==> config.mk <==
export PLATFORM = sky130hd
export DESIGN_NAME = owd_top
export DESIGN_NICKNAME = d
export VERILOG_FILES = /design/src/verilog/owd_pkg.sv /design/src/verilog/owd_tick_if.sv /design/src/verilog/owd_tick_div.sv /design/src/verilog/owd_top.sv
export SDC_FILE = /design/constraint.sdc
export NUM_CORES = 1
export LEC_CHECK = 0
export ABC_CLOCK_PERIOD_IN_PS = 3600
export BUFFER_PORTS_ARGS = -buffer_cell sky130_fd_sc_hd__buf_4
export CORE_MARGIN = 3
export CORE_UTILIZATION = 59
export CTS_BUF_LIST = sky130_fd_sc_hd__clkbuf_16
export CTS_CLUSTER_DIAMETER = 80
export DETAILED_ROUTE_END_ITERATION = 7
export PLACE_DENSITY = 0.81
export SKIP_LAST_GASP = 1
export SLEW_MARGIN = 25
export SYNTH_ARGS = -nofsm -noshare
export SYNTH_HDL_FRONTEND = slang
export SYNTH_SLANG_ARGS = --single-unit
==> constraint.sdc <==
create_clock -name core_clk -period 3.6 [get_ports core_clk]
set_input_delay 0.72 -clock core_clk [delete_from_list [all_inputs] [get_ports core_clk]]
set_output_delay 0.72 -clock core_clk [all_outputs]
set_load 0.02 [all_outputs]
==> src/verilog/owd_pkg.sv <==
// Purpose: shared constants, register map and state types of the output watchdog block
// Assumes: 100 MHz core clock, plain register port with 4-bit word address
// Notes: all reset values and timing counts live here
package owd_pkg;
    localparam int unsigned CLK_HZ = 100_000_000;
    localparam int unsigned WD_UNIT_S = 1;                     // interval unit in seconds
    localparam int unsigned WD_TICK_CYCLES = CLK_HZ * WD_UNIT_S; // cycles per watchdog unit
    localparam int unsigned NUM_OUT = 15;
    localparam int unsigned ADDR_W = 4;
    localparam int unsigned DATA_W = 16;

    // register word addresses
    localparam logic [3:0] ADDR_STATION = 4'h0;
    localparam logic [3:0] ADDR_UART = 4'h1;
    localparam logic [3:0] ADDR_DELAYS = 4'h2;
    localparam logic [3:0] ADDR_WD_INTERVAL = 4'h3;
    localparam logic [3:0] ADDR_INIT_VALUE = 4'h4;
    localparam logic [3:0] ADDR_OUTPUTS = 4'h5;
    localparam logic [3:0] ADDR_STATUS = 4'h6;

    // reset values
    localparam logic [7:0] RST_STATION = 8'h01;
    localparam logic [15:0] RST_UART = 16'h0035;   // 9600 baud, no parity, one stop bit
    localparam logic [15:0] RST_DELAYS = 16'h0003;
    localparam logic [15:0] RST_WD_INTERVAL = 16'hffff;
    localparam logic [15:0] RST_INIT_VALUE = 16'h0000;
    localparam logic [15:0] WD_DISABLED = 16'hffff;

    // status register field positions
    localparam int unsigned STAT_EXPIRED_BIT = 0;

    typedef struct packed {
        logic [7:0] station;
        logic [15:0] uart;
        logic [15:0] delays;
        logic [15:0] wd_interval;
        logic [15:0] init_value;
        logic [14:0] outs;
        logic [15:0] wd_count;
        logic expired;
        logic [15:0] rdata;
    } owd_state_t;

    localparam owd_state_t OWD_RESET = '{
        station: RST_STATION,
        uart: RST_UART,
        delays: RST_DELAYS,
        wd_interval: RST_WD_INTERVAL,
        init_value: RST_INIT_VALUE,
        outs: RST_INIT_VALUE[14:0],
        wd_count: 16'h0000,
        expired: 1'b0,
        rdata: 16'h0000
    };

    typedef struct packed {
        logic [31:0] cnt;
        logic tick;
    } owd_div_state_t;

    localparam owd_div_state_t OWD_DIV_RESET = '{cnt: 32'h0000_0000, tick: 1'b0};
endpackage

==> src/verilog/owd_tick_if.sv <==
// Purpose: carries the watchdog unit tick from the divider to the block
// Assumes: single core clock domain
// Notes: tick is a one-cycle pulse
`timescale 1ns/1ps
interface owd_tick_if;
    logic tick;
    modport source (output tick);
    modport sink (input tick);
endinterface

==> src/verilog/owd_tick_div.sv <==
// Purpose: divides the core clock down to one pulse per watchdog unit
// Assumes: TICK_CYCLES of at least 1
// Notes: free running from reset; restarting it on comms is not needed since the
//        counter itself is cleared, at the cost of up to one unit of jitter
`timescale 1ns/1ps
module owd_tick_div #(
    parameter int unsigned TICK_CYCLES = owd_pkg::WD_TICK_CYCLES
) (
    input wire logic core_clk,
    input wire logic rstn,
    owd_tick_if.source tk
);
    localparam logic [31:0] LAST = 32'(TICK_CYCLES - 1);

    owd_pkg::owd_div_state_t st_reg;
    owd_pkg::owd_div_state_t st_next;

    // count up and emit a pulse on wrap
    always_comb begin
        st_next = st_reg;
        st_next.tick = 1'b0;
        if (st_reg.cnt >= LAST) begin
            st_next.cnt = 32'h0000_0000;
            st_next.tick = 1'b1;
        end else begin
            st_next.cnt = st_reg.cnt + 32'h0000_0001;
        end
    end

    always_ff @(posedge core_clk or negedge rstn) begin
        if (!rstn) begin
            st_reg <= owd_pkg::OWD_DIV_RESET;
        end else begin
            st_reg <= st_next;
        end
    end

    assign tk.tick = st_reg.tick;
endmodule

==> src/verilog/owd_top.sv <==
// Purpose: fifteen-bit discrete output port with a communications watchdog
// Assumes: the serial framing logic runs on core_clk and flags each good frame
// Notes: settings reset to factory values; no non-volatile storage here
//
// Chosen here: the address-and-strobe port and the register offsets.
`timescale 1ns/1ps
module owd_top #(
    parameter int unsigned TICK_CYCLES = owd_pkg::WD_TICK_CYCLES
) (
    input wire logic core_clk,
    input wire logic rstn,
    input wire logic [3:0] reg_addr,
    input wire logic [15:0] reg_wdata,
    input wire logic reg_wr,
    input wire logic reg_rd,
    output logic [15:0] reg_rdata,
    input wire logic frame_ok,
    input wire logic [7:0] frame_station,
    output logic [14:0] out_on,
    output logic wd_expired,
    output logic [7:0] station_addr,
    output logic [15:0] uart_setup,
    output logic [15:0] modbus_delays
);
    owd_pkg::owd_state_t st_reg;
    owd_pkg::owd_state_t st_next;
    owd_tick_if tk_if ();
    logic comm_seen;
    logic wd_enabled;
    logic [15:0] count_inc;

    owd_tick_div #(
        .TICK_CYCLES(TICK_CYCLES)
    ) u_div (
        .core_clk(core_clk),
        .rstn(rstn),
        .tk(tk_if.source)
    );

    // only a good frame naming our station counts as host traffic
    assign comm_seen = frame_ok && (frame_station == st_reg.station);
    assign wd_enabled = (st_reg.wd_interval != owd_pkg::WD_DISABLED);
    assign count_inc = st_reg.wd_count + 16'h0001;

    // register writes, then watchdog; expiry wins over a coil write in the same cycle
    always_comb begin
        st_next = st_reg;
        st_next.rdata = 16'h0000;
        if (reg_wr) begin
            if (reg_addr == owd_pkg::ADDR_STATION) begin
                st_next.station = reg_wdata[7:0];
            end else if (reg_addr == owd_pkg::ADDR_UART) begin
                st_next.uart = reg_wdata;
            end else if (reg_addr == owd_pkg::ADDR_DELAYS) begin
                st_next.delays = reg_wdata;
            end else if (reg_addr == owd_pkg::ADDR_WD_INTERVAL) begin
                st_next.wd_interval = reg_wdata;
            end else if (reg_addr == owd_pkg::ADDR_INIT_VALUE) begin
                st_next.init_value = reg_wdata;
            end else if (reg_addr == owd_pkg::ADDR_OUTPUTS) begin
                st_next.outs = reg_wdata[14:0];
            end
        end
        if (reg_rd) begin
            if (reg_addr == owd_pkg::ADDR_STATION) begin
                st_next.rdata = {8'h00, st_reg.station};
            end else if (reg_addr == owd_pkg::ADDR_UART) begin
                st_next.rdata = st_reg.uart;
            end else if (reg_addr == owd_pkg::ADDR_DELAYS) begin
                st_next.rdata = st_reg.delays;
            end else if (reg_addr == owd_pkg::ADDR_WD_INTERVAL) begin
                st_next.rdata = st_reg.wd_interval;
            end else if (reg_addr == owd_pkg::ADDR_INIT_VALUE) begin
                st_next.rdata = st_reg.init_value;
            end else if (reg_addr == owd_pkg::ADDR_OUTPUTS) begin
                st_next.rdata = {1'b0, st_reg.outs};
            end else if (reg_addr == owd_pkg::ADDR_STATUS) begin
                st_next.rdata = 16'h0000;
                st_next.rdata[owd_pkg::STAT_EXPIRED_BIT] = st_reg.expired;
            end else begin
                st_next.rdata = 16'h0000; // unmapped reads as zero
            end
        end
        // host traffic restarts the interval and re-arms the watchdog
        if (comm_seen) begin
            st_next.wd_count = 16'h0000;
            st_next.expired = 1'b0;
        end else if (tk_if.tick && wd_enabled && !st_reg.expired) begin
            st_next.wd_count = count_inc;
            if (count_inc >= st_reg.wd_interval) begin
                // fires once per silence; the host may set coils again afterwards
                st_next.outs = st_next.init_value[14:0];
                st_next.expired = 1'b1;
            end
        end
    end

    // reset loads factory settings and the power-on pattern
    always_ff @(posedge core_clk or negedge rstn) begin
        if (!rstn) begin
            st_reg <= owd_pkg::OWD_RESET;
        end else begin
            st_reg <= st_next;
        end
    end

    assign reg_rdata = st_reg.rdata;
    assign out_on = st_reg.outs;
    assign wd_expired = st_reg.expired;
    assign station_addr = st_reg.station;
    assign uart_setup = st_reg.uart;
    assign modbus_delays = st_reg.delays;
endmodule

# [Word-level counts from Yosys, hierarchy flattened]
# Index checks and enable logic that the tools add are counted.
[classes] bitwise_logic=4 reduce_logical=13 muxes=23 magnitude_cmp=2 shift=0 add_sub_neg=2 n_div=0 mul=0 n_eq_ne=8
[op_table] operator="$mux W30" n=5
[op_table] operator="$mux W16" n=6
[op_table] operator="$mux W15" n=6
[op_table] operator="$mux W32" n=2
[op_table] operator="$add A32 B1 Y32 const B" n=1
[op_table] operator="$ge A32 B27 Y1 const B" n=1
[op_table] operator="$mux W17" n=1
[op_table] operator="$add A16 B1 Y16 const B" n=1
[op_table] operator="$ge A16 B16 Y1" n=1
[op_table] operator="$ne A16 B16 Y1 const B" n=1
[op_table] operator="$eq A4 B3 Y1 const B" n=3
[op_table] operator="$eq A4 B2 Y1 const B" n=2
[op_table] operator="$eq A8 B8 Y1" n=1
[op_table] operator="$reduce_and A6 Y1" n=1
[op_table] operator="$reduce_and A5 Y1" n=1
[op_table] operator="$eq A4 B1 Y1 const B" n=1
[op_table] operator="$logic_not A4 Y1" n=1
[op_table] operator="$not A1 Y1" n=4
[op_table] operator="$reduce_and A2 Y1" n=2
[op_table] operator="$reduce_and A4 Y1" n=1
[op_table] operator="$reduce_bool A2 Y1" n=2
[op_table] operator="$logic_and A1 B1 Y1" n=3
[op_table] operator="$mux W1" n=3
[op_table] operator="$reduce_and A3 Y1" n=1
[op_table] operator="$logic_not A1 Y1" n=1
[totals] inputBits=33 ramBits=0 rom_bits=0 n_memories=0 register_bits=153 wordCells=64 output_inout_bits=72 latchBits=0

# [Logic depth before layout (Yosys ltp)]
[depth] depth_word=11 depth_mapped=14 mapped_depth_nobuf=12

# [By module]
# From an unflattened synthesis, not the netlist that was laid out.
[hier_totals] hier_cells=765 area_unflattened_um2=8453.1
[modules_own_cells] mod="owd_top" cells_per_inst=602 area_each_um2=6780.3 seq_area_each_um2=3031.7 n_inst=1
[modules_own_cells] mod="owd_tick_div" cells_per_inst=163 area_each_um2=1672.9 seq_area_each_um2=825.8 n_inst=1

# [Worst setup path after synthesis]
# Ideal clock, no wire load.
[synth_path] path_kind="reg-to-reg" start="register st_reg[17] (netlist bit)" end="register st_reg, in the netlist out_on[10]" path_buffers=1 setup_ns=0.120 arrival_ns=2.814 synth_period_minus_slack_ns=2.934 slack_ns=0.666 path_stages_with_launch=14 required_time_ns=3.480 cell_sequence="dfrtp_1 ha_1 nand3_1 nor2_1 nand3_1 xnor2_1 ha_1 nand4_1 nor2_1 o2111ai_1 o211ai_1 clkbuf_1 a21oi_1 a31o_2"
[synth_lines] item="start, declared" line="owd_top.sv:25" text="owd_pkg::owd_state_t st_reg;"
[synth_lines] item="start signal, assigned" line="owd_top.sv:101" text="st_reg <= owd_pkg::OWD_RESET;"
[synth_lines] item="start signal, assigned" line="owd_top.sv:103" text="st_reg <= st_next;"

==> flow_summary.ini <==
[global_routing]
grt_pass1_vias = 6263
grt_usage = 0.253
gr-total-overflow = 0
antenna_found_initial = 0
grt_pass1_wl_um = 31700
grt_max_degree = 77

[logic_synthesis]
synthesis.area_um2 = 8250
syn_avg_cell_area_um2 = 10.6
synthDistinctLibCells = 51
synth_flop_cell = dfrtp_1
synth_edf_count = 0
synthArstFlopShare = 1.00
ys_seq_area_frac = 0.468
synthCells = 781
yosys_warnings = 0
ys_seq_elements = 153

[timing]
timing.fmax_mhz = 309
tightest_slew_ns = 0.934
setup_viol = 0
drv_slew = 0
skew_ns = 0.00802
fin_ws_ns = 0.361
rsz0062_at_grt = false
post-route-period-util = 0.900
slew_headroom = 0.376
hold_violations = 0
fin_worst_hold_slack_ns = 0.317
tns_ns = 0
min_period_ns = 3.24

[route]
wl_um = 19200
wl_met2_um = 9800
vias = 6126
drcViolationCount = 0
top_layer_used = met4
wl_met3_um = 1320
wl_met1_um = 7590
drt_iter0_drc = 452
viasPerCell = 6.09
postRouteAntennaNets = 0
post_drt_wl_per_cell_um = 19.1
drt-pass1-iter-count = 8

[final_layout]
multi_input_area_um2 = 3630
syn_to_final_growth_pct = 12.1
drive_above_1_share = 0.324
n_antenna_cell = 0
layout.nets = 868
final_common_cell = dfrtp_1
seq_area_um2 = 3860
fillers = 969
largest_reg_flops = 48
fin_area_um2 = 9250
final_cell_mix = dfrtp_1, buf_4, mux2_2

[worst_setup_path]
crit_fanout = 31
slowest_stage = dfrtp_1
crit_arrival_ns = 3.55
critPathMaxStageDelay_ns = 0.43
critPathLaunchType = register
critPathTopFamily = simple AND/OR/NAND/NOR gates
crit_chain = ha_1 -> nand3_1 -> nor2_1 -> nand3_1 -> xnor2_1 -> ha_1 -> nand4_1 -> nor2_1 -> o2111ai_1 -> o211ai_1 -> buf_4 -> a21oi_1 -> a31o_2
worstPathRequired_ns = 3.91
critPathBufInv = 1
critPathKind = reg -> reg
crit_path_end_kind = register

[clocking]
cts_resized = 0
h-tree-depth = 4
cts_tree = built
clk_latency_ns = 0.43
root_buffer = clkbuf_16
cts_buffers = 17
post-cts-setup-buffers = 0
path_clk_slew_ns = 0.06
clockBufferDepth = 2
hold_buffers = 0
cts_sinks = 153

[die]
die_area_um2 = 15400
rows = 42
die-height_um = 124
dieWidth_um = 124
core_area_um2 = 13500
ios = 105
initial_core_util = 0.613

[place]
place_ws_ns = 0.390
io_buffers = 104
place_area_um2 = 8680
routabilityCongestion = 0.881
dp_hpwl_um = 13700

[power]
power_density_nw_per_um2 = 675
finalPower_mw = 6.24
leakagePower_nw = 3.97
peakVddDrop_mv = 0.361

[min_path]
hold_class = in -> async

[outcome]
outcome = completed

[run]
maxCapViolCount = 0
==> routing by layer <==
metal,global-route usage,vias to the layer above
li1,-,2758
met1,0.312,3043
met2,0.431,282
met3,0.0554,43
met4,0.104,0
met5,0,-
==> final timing paths <==
check                                startpoint  slack (ns)  cells past startpoint          endpoint
worst min register to register  u_div.st_reg[1]        0.52                      1   u_div.st_reg[1]
worst max register to register       st_reg[17]        0.36                     13        out_on[13]
max in group asynchronous                  rstn        2.41                      2     uart_setup[4]
min in group core_clk           u_div.st_reg[1]        0.52                      1   u_div.st_reg[1]
worst max-delay path                 st_reg[17]        0.36                     13        out_on[13]
worst min-delay path                       rstn        0.32                      1  modbus_delays[9]
==> Yosys cell counts (all sizes together), types with 3 or more instances <==
| cell type | n | area [µm²] |
|---|---|---|
| a21oi | 41 | 205 |
| a221oi | 3 | 26.3 |
| a22oi | 15 | 113 |
| a31o | 15 | 131 |
| a31oi | 6 | 37.5 |
| and2 | 11 | 68.8 |
| and3 | 6 | 37.5 |
| buf | 84 | 624 |
| clkbuf | 20 | 75.1 |
| dfrtp | 130 | 3250 |
| dfstp | 23 | 604 |
| ha | 18 | 225 |
| inv | 21 | 78.8 |
| mux2 | 74 | 833 |
| mux2i | 18 | 180 |
| nand2 | 41 | 154 |
| nand2b | 4 | 25.0 |
| nand3 | 18 | 90.1 |
| nand4 | 17 | 106 |
| nor2 | 67 | 309 |
| nor2b | 5 | 31.3 |
| nor3 | 17 | 85.1 |
| nor4 | 6 | 43.8 |
| o211ai | 3 | 22.5 |
| o21ai | 29 | 145 |
| o22ai | 7 | 43.8 |
| or3 | 8 | 50.1 |
| xnor2 | 30 | 263 |
| xor2 | 26 | 228 |
==> final cells by class <==
class,count,area share
multi-input combinational,507,0.393
tap,176,0.0238
clock buffer,17,0.0460
inverter,21,0.00853
sequential,153,0.417
timing repair buffer,117,0.0968
clock inverter,15,0.0147
==> where the power goes <==
part           total [mW]  internal (mW)  switching (mW)
sequential           2.51           2.13           0.380
clock                1.70           1.01           0.690
combinational        2.03          0.920            1.11
==> kinds of logic after synthesis <==
kind of cell,Yosys count,share of synthesized area
flip-flops,153,0.468
multiplexers,92,0.123
buffers and inverters,125,0.0944
other,1,0.000455
XOR/XNOR,56,0.0595
adder cells (fa/ha/maj),18,0.0273
AO/OA/AOI/OAI,133,0.103
AND/OR/NAND/NOR,203,0.124
==> worst register-to-register path: stages, from the launching register on <==
cell and delay (ns):
dfrtp_1 0.43, ha_1 0.24, nand3_1 0.18, nor2_1 0.42, nand3_1 0.18, xnor2_1 0.16, ha_1 0.28, nand4_1 0.13
nor2_1 0.13, o2111ai_1 0.11, o211ai_1 0.17, buf_4 0.34, a21oi_1 0.13, a31o_2 0.23
==> through the flow <==
step	util	cells
floorplan	-	785
global placement	0.646	974
detailed placement	0.646	974
CTS	0.687	1006
global route	0.687	1006
finish	0.687	1006
Power figures use the tool's default switching activity.
